`src/fanout_gate_pkg.sv`:
```
package fanout_gate_pkg;

  // Number of clock copies driven out
  localparam int NUM_OUTPUTS = 6;
  // Index of the separately gated copy (output_five)
  localparam int OUTPUT_FIVE_IDX = 5;

  // Variant codes: how the two enables govern outputs and oscillator
  localparam int VARIANT_BASE = 0;       // Global enable low stops everything
  localparam int VARIANT_KEEP_FIVE = 1;  // Output five may run alone
  localparam int VARIANT_OSC_ALWAYS = 2; // Oscillator never stops

  // Reference source select codes
  localparam bit REF_SRC_TTL = 1'b0;     // Logic-level clock input
  localparam bit REF_SRC_CRYSTAL = 1'b1; // Own crystal oscillator

  // Timing: system clock period and oscillator settle time
  localparam int CLK_PERIOD_NS = 10;
  localparam int OSC_SETTLE_MS = 5;      // enable_latency for the global enable
  localparam int OSC_SETTLE_CYCLES = OSC_SETTLE_MS * 1000000 / CLK_PERIOD_NS;
  localparam int SETTLE_CNT_W = 20;      // Wide enough for the settle count

  // Latencies in reference cycles for gating on and off
  localparam int ENABLE_LATENCY_REF = 4;  // enable_latency, last output enable
  localparam int DISABLE_LATENCY_REF = 4; // disable_latency, both enables

  // Reset values
  localparam bit SYNC_RESET_VAL = 1'b0;
  localparam bit GATE_RESET_VAL = 1'b0;

endpackage

```
`src/six_output_clock_gate.sv`:
```
`timescale 1ns/1ps
`default_nettype none

module six_output_clock_gate #(
  parameter int VARIANT = fanout_gate_pkg::VARIANT_BASE, // Enable behaviour
  parameter bit REF_SOURCE = fanout_gate_pkg::REF_SRC_CRYSTAL, // Reference pin
  parameter int SETTLE_CYCLES = fanout_gate_pkg::OSC_SETTLE_CYCLES // Settle count
) (
  input wire logic mclk_in,                  // System clock, 100 MHz
  input wire logic rst_n_in,                 // Asynchronous reset, active low
  input wire logic global_run_enable_in,     // Gates outputs 0 to 4, high runs
  input wire logic last_output_enable_in,    // Gates output five, high runs
  input wire logic ref_clock_in,             // Logic-level reference input
  input wire logic crystal_input_in,         // Crystal oscillator waveform
  output logic [5:0] fanout_clk_out,         // Gated copies, bit 5 is output_five
  output logic osc_on_out,                   // Oscillator enable, high runs
  output logic settling_out                  // High while the oscillator settles
);

  localparam int N = fanout_gate_pkg::NUM_OUTPUTS;
  localparam int FIVE = fanout_gate_pkg::OUTPUT_FIVE_IDX;
  localparam logic [fanout_gate_pkg::SETTLE_CNT_W-1:0] SETTLE_LOAD =
    fanout_gate_pkg::SETTLE_CNT_W'(SETTLE_CYCLES);

  logic g_s1; // First stage, global enable
  logic g_s2; // Synchronised global enable
  logic l_s1; // First stage, last-output enable
  logic l_s2; // Synchronised last-output enable
  logic osc_on; // Oscillator running
  logic [fanout_gate_pkg::SETTLE_CNT_W-1:0] settle_cnt; // Settle countdown
  logic ref_level; // Sampled reference
  logic next_osc_on; // Oscillator state for the next edge
  logic settle_busy; // Settle count not yet expired
  logic ref_raw; // Selected reference pin
  logic next_ref_level; // Reference after oscillator gating
  logic run_low; // Outputs 0 to 4 requested
  logic run_five; // Output five requested
  logic osc_req; // Oscillator wanted by the enables
  logic [5:0] run_vec; // Per-output run request
  logic [5:0] gate_vec; // Per-output gate state

  // Two-stage synchronisers; first stage feeds only the second
  always_ff @(posedge mclk_in or negedge rst_n_in) begin
    if (!rst_n_in) begin
      g_s1 <= fanout_gate_pkg::SYNC_RESET_VAL;
      g_s2 <= fanout_gate_pkg::SYNC_RESET_VAL;
      l_s1 <= fanout_gate_pkg::SYNC_RESET_VAL;
      l_s2 <= fanout_gate_pkg::SYNC_RESET_VAL;
    end else begin
      g_s1 <= global_run_enable_in;
      g_s2 <= g_s1;
      l_s1 <= last_output_enable_in;
      l_s2 <= l_s1;
    end
  end

  // Oscillator wanted per variant; high enables run, low stops
  assign osc_req = g_s2
    || ((VARIANT == fanout_gate_pkg::VARIANT_KEEP_FIVE) && l_s2)
    || (VARIANT == fanout_gate_pkg::VARIANT_OSC_ALWAYS);

  // A stop waits until every gate is shut: cutting the reference under an
  // open gate would leave a runt on the outputs
  assign next_osc_on = osc_req || (osc_on && (gate_vec != 6'h00));

  // Output requests per variant
  assign run_low = g_s2 && !settle_busy;
  assign run_five = l_s2 && !settle_busy
    && (g_s2 || (VARIANT != fanout_gate_pkg::VARIANT_BASE));
  assign run_vec = {run_five, {(N - 1){run_low}}};

  // Reference source; a stopped crystal yields a flat low level
  assign ref_raw = (REF_SOURCE == fanout_gate_pkg::REF_SRC_CRYSTAL) ?
    crystal_input_in : ref_clock_in;
  assign next_ref_level = ref_raw && osc_on;
  assign settle_busy = (settle_cnt != '0);

  // Oscillator state and settle counter, restarted on every wake-up
  always_ff @(posedge mclk_in or negedge rst_n_in) begin
    if (!rst_n_in) begin
      osc_on <= 1'b0;
      settle_cnt <= '0;
      ref_level <= 1'b0;
    end else begin
      osc_on <= next_osc_on;
      ref_level <= next_ref_level;
      if (next_osc_on && !osc_on) begin
        settle_cnt <= SETTLE_LOAD;
      end else if (settle_busy) begin
        settle_cnt <= settle_cnt - 1'b1;
      end
    end
  end

  // One gate per output copy; all share the same reference sample for low skew
  for (genvar i = 0; i < N; i++) begin : g_cell
    clk_gate_cell u_cell (
      .mclk_in(mclk_in),
      .rst_n_in(rst_n_in),
      .ref_level_in(ref_level),
      .run_in(run_vec[i]),
      .gate_out(gate_vec[i]),
      .clk_out(fanout_clk_out[i])
    );
  end

  assign osc_on_out = osc_on;
  assign settling_out = settle_busy;
endmodule

`default_nettype wire

```
`src/clk_gate_cell.sv`:
```
`timescale 1ns/1ps
`default_nettype none

// One glitch-free gate for one output copy. The gate control only moves
// while the reference is low, so a pulse is either passed whole or not at all.
module clk_gate_cell (
  input wire logic mclk_in,      // System clock
  input wire logic rst_n_in,     // Asynchronous reset, active low
  input wire logic ref_level_in, // Sampled reference level
  input wire logic run_in,       // Request to let this copy run
  output logic gate_out,         // Current gate state
  output logic clk_out           // Gated clock copy, from a flip-flop
);

  logic gate; // Gate control, frozen while reference is high
  logic clk_q; // Registered output level
  logic next_gate; // Gate value for the next edge

  // Hold the gate while reference is high; a flop stands in for the latch
  assign next_gate = ref_level_in ? gate : run_in;

  // Gate and output registers
  always_ff @(posedge mclk_in or negedge rst_n_in) begin
    if (!rst_n_in) begin
      gate <= fanout_gate_pkg::GATE_RESET_VAL;
      clk_q <= 1'b0;
    end else begin
      gate <= next_gate;
      clk_q <= ref_level_in & gate;
    end
  end

  assign gate_out = gate;
  assign clk_out = clk_q;

endmodule

`default_nettype wire

```
`config.mk`:
```
export PLATFORM = sky130hd
export DESIGN_NAME = six_output_clock_gate
export DESIGN_NICKNAME = d
export VERILOG_FILES = /design/src/fanout_gate_pkg.sv /design/src/six_output_clock_gate.sv /design/src/clk_gate_cell.sv
export SDC_FILE = /design/constraint.sdc
export NUM_CORES = 1
export LEC_CHECK = 0
export CAP_MARGIN = 10
export CORE_MARGIN = 2
export CORE_UTILIZATION = 42
export CTS_BUF_LIST = sky130_fd_sc_hd__clkbuf_16
export DETAILED_ROUTE_END_ITERATION = 7
export DONT_BUFFER_PORTS = 1
export HOLD_SLACK_MARGIN = 0.05
export PLACE_DENSITY_LB_ADDON = 0.25
export SYNTH_ARGS = -nofsm -noshare
export SYNTH_HDL_FRONTEND = slang
export SYNTH_HIERARCHICAL = 1
export SYNTH_SLANG_ARGS = --single-unit
export TNS_END_PERCENT = 1
```
`constraint.sdc`:
```
create_clock -name mclk_in -period 4.9 [get_ports mclk_in]
set_input_delay 0.98 -clock mclk_in [delete_from_list [all_inputs] [get_ports mclk_in]]
set_output_delay 0.98 -clock mclk_in [all_outputs]
set_load 0.005 [all_outputs]
```
==> flow_metrics.py, run 1 <==
metrics = {
    "sta": {
        "maxSlewHeadroom_pct": 32.8,
        "holdWs_ps": 353,
        "worst_slew_pin_slew_ps": 1010,
        "slew_violations": 0,
        "period_needed_ps": 2970,
        "setup_ws_ps": 1930,
        "rsz0062_at_grt": "no",
        "fmax_mhz": 336,
        "post-route-period-util_pct": 60.7,
        "setup_tns_ps": 0,
        "skew_ps": 5.32,
        "finalHoldViolCount": 0,
        "finalSetupViolations": 0,
    },
    "clocking": {
        "tritoncts": "built",
        "cts_hold_buf": 0,
        "numCtsBuffers": 5,
        "clk_pin_slew_ps": 60,
        "htree_levels": 2,
        "clk_latency_ps": 280,
        "clk_path_buf_depth": 2,
        "clock-root-buffer": "clkbuf_16",
        "cts_resized": 0,
        "cts_setup_buffers": 0,
        "clock-sinks": 38,
    },
    "grt": {
        "grt_pass1_wl_mm": 6.30,
        "grt_start_max_net_pins": 39,
        "grt_usage_pct": 15.8,
        "antenna_found_initial": 0,
        "grt.overflow.total": 0,
        "grt_pass1_vias": 1349,
    },
    "floorplanning": {
        "io_pins": 14,
        "row_count": 24,
        "coreArea_um2": 4320,
        "start_util_pct": 43.3,
        "die_area_um2": 5010,
        "die_x_um": 70.8,
        "fp.dieH_um": 70.8,
    },
    "pwr": {
        "ir_drop_v": 0.000231,
        "power.leakage_nw": 0.864,
        "power_density_nw_per_um2": 447,
    },
    "drt": {
        "num_vias": 1298,
        "wire_per_inst_um": 16.3,
        "route.detailed.drc": 0,
        "first_pass_iters": 4,
        "wirelength_mm": 3.60,
        "avgViaCountPerCell": 5.87,
        "final_antenna_net_count": 0,
        "drtIter0Drc": 111,
    },
    "hold_path": {
        "hp-class": "reg -> reg",
    },
    "logic_synthesis": {
        "avgSynthCellArea_um2": 11.2,
        "yosysWarnings": 6,
        "syn_area_um2": 1870,
        "syn-num-nets": 175,
        "ys.flop_type": "dfrtp_1",
        "synth_cell_type_count": 40,
        "synth_cells": 167,
        "ys_async_sr_fraction_pct": 100,
        "ys_ff_latch": 38,
        "synth_edf_count": 0,
        "yosysSeqAreaShare_pct": 50.7,
    },
    "job": {
        "drv_cap": 0,
    },
    "critical_path": {
        "start_kind": "flop",
        "cp.arrival_ps": 1990,
        "crit_type": "reg -> out",
        "worstSetupEndpointType": "output port",
        "worst_ep_required_time_ps": 3920,
        "path_max_fanout": 19,
    },
    "place": {
        "place_congestion": 0.792,
        "io_buffers": 0,
        "post-place-ws_ps": 2210,
        "dp_hpwl_mm": 2.38,
    },
    "run_status": {
        "status": "complete, no violations",
    },
    "finish": {
        "syn_to_final_growth_pct": 10.3,
        "drive_gt1_share_pct": 14.8,
        "fin_nets": 177,
        "antenna_cells": 0,
    },
}
[final cells by class]
type                            count  area (um^2)
Sequential cell                    38          951
Clock inverter                      2         33.8
Fill cell                         404         2260
Clock buffer                        5          125
Multi-Input combinational cell    120          875
Inverter                            3         11.3
Timing Repair Buffer                1         7.51
Tap cell                           52         65.1
[synth_stat cells, types with 2 or more instances]
cell        n  share of area (%)
nand2_1    14                2.8
mux2_4      6                4.8
a21oi_1     7                1.9
mux2i_1    10                5.3
or3_1       4                1.3
a2111oi_0   5                2.3
and2_2      6                2.4
or4_4       2                1.2
buf_4       2               0.80
nand3_1     5                1.3
nor2_1      8                1.6
ha_1        2                1.3
nand2b_1    8                2.7
inv_1       3               0.60
a211oi_1    2               0.80
a2111o_1    2                1.2
a21o_1      2               0.80
o21ai_0     4                1.1
a211o_1     2               0.93
and2_1      7                2.3
dfrtp_1    38                 51
clkbuf_1    3               0.60
nor4_1      8                2.7
[registers in the layout, indices dropped and copies added (netlist names)]
signal	flops
settle_cnt	20
g_cell.u_cell/clk_out	6
g_cell.u_cell/gate_out	6
g_s1	1
g_s2	1
l_s1	1
l_s2	1
osc_on_out	1
ref_level	1
[critical path: stages, from the launching register on]
cell     delay (ps)
dfrtp_1         420
or4_4           580
nor3_4          550
nand2_1         160
[final timing paths]
kind | from | to | slack (ps) | depth (start not counted)
min | l_s1 | l_s2 | 350 | 0
min reg2reg | l_s1 | l_s2 | 350 | 0
max reg2reg | settle_cnt[4] | g_cell[5].u_cell/gate_out | 2620 | 5
min in group asynchronous | rst_n_in | settle_cnt[2] | 400 | 0
max in group asynchronous | rst_n_in | settle_cnt[12] | 4410 | 0
max | settle_cnt[4] | settling_out | 1930 | 3
[metal layers]
layer	vias to the layer above	wire length, um	global-route usage, %
li1	614	-	-
met1	636	1700	20.7
met2	38	1660	24.6
met3	10	174	4.84
met4	0	65	6.50
met5	-	0	0
[report_power, final]
group	internal, mW	switching (mW)
sequential	0.350	0.0563
combinational	0.0710	0.0975
clock	0.235	0.114
[kinds of logic (layout without fill, tap and decap cells)]
kind of cell    Yosys count  in the layout  share of synthesized area (%)
simple gates             71             71                           23.1
flops                    38             38                           50.7
compound gates           31             31                           12.1
mux                      16             16                           10.1
buf+inv                   9             11                           2.60
fa+ha+maj                 2              2                           1.33
[layout by cell type, fill, tap and decap left out, types with 2 or more instances in the layout]
cell type  count
or3_1          4
inv_1          3
ha_1           2
a211oi_1       2
a21oi_1        7
a2111oi_0      5
a21o_1         2
nand2b_1       8
clkbuf_16      5
or4_4          2
nand3_1        5
o21ai_0        4
and2_2         6
mux2i_1       10
nor4_1         8
a2111o_1       2
mux2_4         6
dfrtp_1       38
nand2_1       14
a211o_1        2
nor2_1         8
and2_1         7
[stage by stage]
stage	utilization, %	cells	power (mW)	cell area, um^2
global placement	44.2	214	0.567	1910
floorplan	-	167	0.538	1870
CTS	47.8	221	0.932	2070
detailed placement	44.2	214	0.578	1910
global route	47.8	221	0.980	2070
finish	47.8	221	0.924	2070
(Power assumes the default switching activity.)
==> run 2: changes to the inputs <==
- clock period: 4.9 -> 2.51 ns (I/O delays scaled with it)
==> run 2 against run 1 <==
Total power grew 90%. Routed wire length shrank 2.1%. Hold slack lost 300 ps. Largest power group unchanged. Final cell count grew 3.2%. Non-clock buffer count grew 6.
==> flow_metrics.py, run 2 (synthesis gave the netlist of run 1 again) <==
metrics = {
    "clocking": {
        "clock-sinks": 38,
        "clock-root-buffer": "clkbuf_16",
        "clk_path_buf_depth": 2,
        "clk_pin_slew_ps": 50,
        "numCtsBuffers": 5,
        "htree_levels": 2,
        "tritoncts": "built",
        "clk_latency_ps": 280,
    },
    "floorplanning": {
        "row_count": 24,
        "die_x_um": 70.8,
        "io_pins": 14,
        "fp.dieH_um": 70.8,
        "start_util_pct": 43.3,
        "die_area_um2": 5010,
        "coreArea_um2": 4320,
    },
    "sta": {
        "skew_ps": 4.40,
        "slew_violations": 0,
        "rsz0062_at_grt": "no",
        "maxSlewHeadroom_pct": 48.8,
        "finalSetupViolations": 0,
        "period_needed_ps": 2400,
        "post-route-period-util_pct": 95.5,
        "finalHoldViolCount": 0,
        "fmax_mhz": 417,
        "holdWs_ps": 55.8,
        "setup_tns_ps": 0,
        "worst_slew_pin_slew_ps": 769,
    },
    "grt": {
        "grt_usage_pct": 15.5,
        "grt_pass1_wl_mm": 5.98,
        "grt_start_max_net_pins": 39,
        "antenna_found_initial": 0,
        "grt_pass1_vias": 1229,
        "grt.overflow.total": 0,
    },
    "drt": {
        "final_antenna_net_count": 0,
        "avgViaCountPerCell": 5.75,
        "wirelength_mm": 3.52,
        "num_vias": 1312,
        "first_pass_iters": 4,
        "route.detailed.drc": 0,
        "wire_per_inst_um": 15.4,
        "drtIter0Drc": 82,
    },
    "place": {
        "io_buffers": 0,
        "dp_hpwl_mm": 2.41,
        "place_congestion": 0.774,
    },
    "critical_path": {
        "start_kind": "flop",
        "worst_ep_required_time_ps": 2010,
        "cp.arrival_ps": 1900,
        "path_max_fanout": 18,
        "crit_type": "reg -> out",
        "reg2reg_depth": 6,
        "worstSetupEndpointType": "output port",
    },
    "finish": {
        "final_util_pct": 49.1,
        "syn_to_final_growth_pct": 13.4,
        "layout_commonest_cell": "dfrtp_1",
        "fin_nets": 183,
        "drive_gt1_share_pct": 18.8,
        "top_register": "settle_cnt",
        "largest_register_ffs": 20,
        "antenna_cells": 0,
        "fill_cells": 423,
        "layout_common_cells": "dfrtp_1 (38), nand2_1 (14), mux2i_1 (10)",
    },
    "pwr": {
        "power.leakage_nw": 0.894,
        "power_density_nw_per_um2": 828,
        "total_power_mw": 1.76,
        "ir_drop_v": 0.000428,
    },
    "job": {
        "drv_cap": 0,
    },
    "hold_path": {
        "hp-class": "in -> async",
    },
    "run_status": {
        "status": "complete, no violations",
    },
}
[run 2: cell count changes in the layout (fill, tap and decap cells not counted)]
cell,delta
clkinvlp_4,+1
or4_1,-1
buf_4,+4
clkinv_2,+1
bufinv_16,-1
buf_12,+2
or4_4,+1
[run 2: power by group]
| group | internal, mW | switching [mW] | leakage [nW] | total [mW] |
|---|---|---|---|---|
| clock | 0.362 | 0.226 | 0.0672 | 0.587 |
| sequential | 0.683 | 0.109 | 0.476 | 0.792 |
| combinational | 0.172 | 0.207 | 0.351 | 0.379 |
| total | 1.22 | 0.541 | 0.894 | 1.76 |
[run 2: worst paths after layout]
path                                  startpoint                         to  slack (ps)
hold / removal                          rst_n_in   g_cell[5].u_cell/clk_out          60
hold reg to reg                             l_s1                       l_s2         350
min in group mclk_in       last_output_enable_in                       l_s1         250
max in group asynchronous               rst_n_in                       g_s1        2260
setup / recovery                  settle_cnt[12]               settling_out         110
setup reg to reg                  settle_cnt[12]  g_cell[5].u_cell/gate_out         340
[run 2: layout make-up]
type / count / area (um^2) / area share [%]
repair buffers: 7 / 77.6 / 3.65
flip-flops and latches: 38 / 951 / 44.8
well taps: 52 / 65.1 / 3.06
clock buffers: 5 / 125 / 5.89
inverters: 3 / 11.3 / 0.530
clock inverters: 3 / 16.3 / 0.766
multi-input cells: 120 / 878 / 41.3
[run 2: timing repair]
action,CTS,global route
resized for setup,0,1
setup endpoints to repair,0,1
endpoints found under the hold margin,38,0
hold buffers,1,0
setup buffers,0,1
[run 2: worst max-delay path, cell delays in order, from the launching register on]
cell and delay (ps):
dfrtp_1 440, or4_4 580, nor4_4 330, buf_12 190
nand2_1 70
[run 2: stage by stage]
| step | worst slack [ps] | cell area [um^2] | cells |
|---|---|---|---|
| 2_1_floorplan | 525 | 1870 | 167 |
| 3_3_place_gp | 401 | 1950 | 218 |
| 3_5_place_dp | 386 | 1950 | 218 |
| 4_1_cts | 84.2 | 2110 | 227 |
| 5_1_grt | 36.6 | 2120 | 228 |
| 6_report | 112 | 2120 | 228 |
[run 2: metal layers]
| layer | track usage, % | wire (um) | vias up |
|---|---|---|---|
| met2 | 22.9 | 1650 | 20 |
| met3 | 4.99 | 135 | 4 |
| met5 | 0 | 0 | - |
| li1 | - | - | 635 |
| met1 | 21.1 | 1680 | 653 |
| met4 | 6.29 | 54 | 0 |
==> run 3: changes to the inputs <==
- PLACE_DENSITY: default -> 0.63
- PLACE_DENSITY_LB_ADDON: 0.25 -> default
==> run 3 against run 2 <==
Combinational power shrank 5%. Final area shrank 1.1%. Critical path depth stayed put. Flip-flop and latch count did not move. Utilization fell by 0.55 points. Maximum frequency is 1.9% higher. Worst setup slack gained 45 ps. Non-clock buffer count decreased by 1. Count of clock-buffer cells in the layout stayed put. Sequential power about the same. Critical endpoint unchanged. Largest cell class unchanged.
==> flow_metrics.py, run 3 (synthesis gave the netlist of run 1 again) <==
metrics = {
    "clocking": {
        "clk_path_buf_depth": 2,
        "tritoncts": "built",
        "numCtsBuffers": 5,
        "clock-sinks": 38,
        "cts_setup_buffers": 0,
        "htree_levels": 2,
        "clock-root-buffer": "clkbuf_16",
        "clk_pin_slew_ps": 60,
        "cts_hold_buf": 1,
        "clk_latency_ps": 270,
        "cts_resized": 0,
    },
    "place": {
        "dp_hpwl_mm": 2.42,
        "io_buffers": 0,
        "place_congestion": 0.800,
    },
    "floorplanning": {
        "io_pins": 14,
        "die_x_um": 70.8,
        "die_area_um2": 5010,
        "fp.dieH_um": 70.8,
        "row_count": 24,
        "start_util_pct": 43.3,
        "coreArea_um2": 4320,
    },
    "hold_path": {
        "hp-class": "in -> async",
    },
    "finish": {
        "multi_input_area_um2": 875,
        "layout_common_cells": "dfrtp_1 (38), nand2_1 (14), mux2i_1 (10)",
        "antenna_cells": 0,
        "regArea_um2": 951,
        "fin_nets": 182,
        "top_register": "settle_cnt",
        "fill_cells": 403,
        "drive_gt1_share_pct": 17.7,
        "layout_commonest_cell": "dfrtp_1",
        "largest_register_ffs": 20,
        "syn_to_final_growth_pct": 12.1,
    },
    "pwr": {
        "power_density_nw_per_um2": 831,
        "seq_power_share_pct": 45.5,
        "total_power_mw": 1.75,
        "p_int_mw": 1.20,
        "switching_power_uw": 543,
        "power.leakage_nw": 0.885,
        "clkPwrFrac_pct": 33.8,
        "pwr-share-comb_pct": 20.7,
        "ir_drop_v": 0.000425,
        "swShare_pct": 31.1,
    },
    "sta": {
        "finalSetupViolations": 0,
        "post-route-period-util_pct": 93.7,
        "fmax_mhz": 425,
        "worst_slew_pin_slew_ps": 752,
        "setup_tns_ps": 0,
        "slew_violations": 0,
        "finalHoldViolCount": 0,
        "skew_ps": 4.18,
        "rsz0062_at_grt": "no",
        "period_needed_ps": 2350,
        "maxSlewHeadroom_pct": 49.9,
    },
    "critical_path": {
        "cp.arrival_ps": 1850,
        "worstSetupEndpointType": "output port",
        "path_max_fanout": 15,
        "reg2reg_depth": 4,
        "worst_ep_required_time_ps": 2010,
        "start_kind": "flop",
        "crit_type": "reg -> out",
    },
    "run_status": {
        "status": "complete, no violations",
    },
    "grt": {
        "grt_pass1_wl_mm": 6.14,
        "grt_pass1_vias": 1330,
        "grt_start_max_net_pins": 39,
        "antenna_found_initial": 0,
        "grt_usage_pct": 15.5,
        "grt.overflow.total": 0,
    },
    "drt": {
        "wirelength_mm": 3.52,
        "avgViaCountPerCell": 5.79,
        "wire_per_inst_um": 15.5,
        "num_vias": 1315,
        "final_antenna_net_count": 0,
        "drtIter0Drc": 101,
        "first_pass_iters": 4,
        "route.detailed.drc": 0,
    },
    "job": {
        "drv_cap": 0,
    },
}
run 3: cell count changes in the layout (fill, tap and decap cells not counted), sizes merged:
cell  delta
buf      -1
run 3: routing by layer:
metal	global-route usage, %	routed length (um)	share of wire, %	vias to the layer above
met1	20.9	1650	47	658
li1	-	-	-	625
met3	4.27	144	4.1	6
met5	0	0	0	-
met2	23.9	1700	48	26
met4	5.87	29	0.82	0
run 3: cell type report:
| class | count | area share (%) |
|---|---|---|
| clock buffer | 5 | 5.96 |
| clock inverter | 3 | 0.774 |
| inverter | 3 | 0.536 |
| multi-input combinational | 120 | 41.6 |
| sequential | 38 | 45.3 |
| tap | 52 | 3.10 |
| timing repair buffer | 6 | 2.74 |
run 3: critical path, cell delays in order, from the launching register on:
cell	delay (ps)
dfrtp_1	430
or4_4	560
nor4_4	240
buf_4	240
nand2_1	100
run 3: power groups by stage:
stage	Combinational (mW)	Sequential, mW	Clock [mW]
floorplan	0.275	0.775	0
global placement	0.331	0.797	0
detailed placement	0.343	0.803	0
CTS	0.363	0.793	0.609
global route	0.407	0.808	0.635
finish	0.361	0.795	0.590
run 3: stage by stage:
step	hold WS [ps]	setup WS, ps	util (%)	instance area [um^2]	instances
floorplan	206	525	-	1870	167
global placement	208	484	44.8	1940	218
detailed placement	208	460	44.8	1940	218
CTS	68.0	158	48.6	2100	227
global route	73.3	78.8	48.6	2100	227
finish	56.2	158	48.6	2100	227
run 3: final timing paths:
| path | slack (ps) | end | from |
|---|---|---|---|
| max | 160 | settling_out | settle_cnt[11] |
| min | 60 | settle_cnt[6] | rst_n_in |
| max in group asynchronous | 2260 | settle_cnt[12] | rst_n_in |
| min reg2reg | 350 | l_s2 | l_s1 |
| min in group mclk_in | 250 | g_s1 | global_run_enable_in |
| max reg2reg | 460 | settle_cnt[17] | settle_cnt[2] |
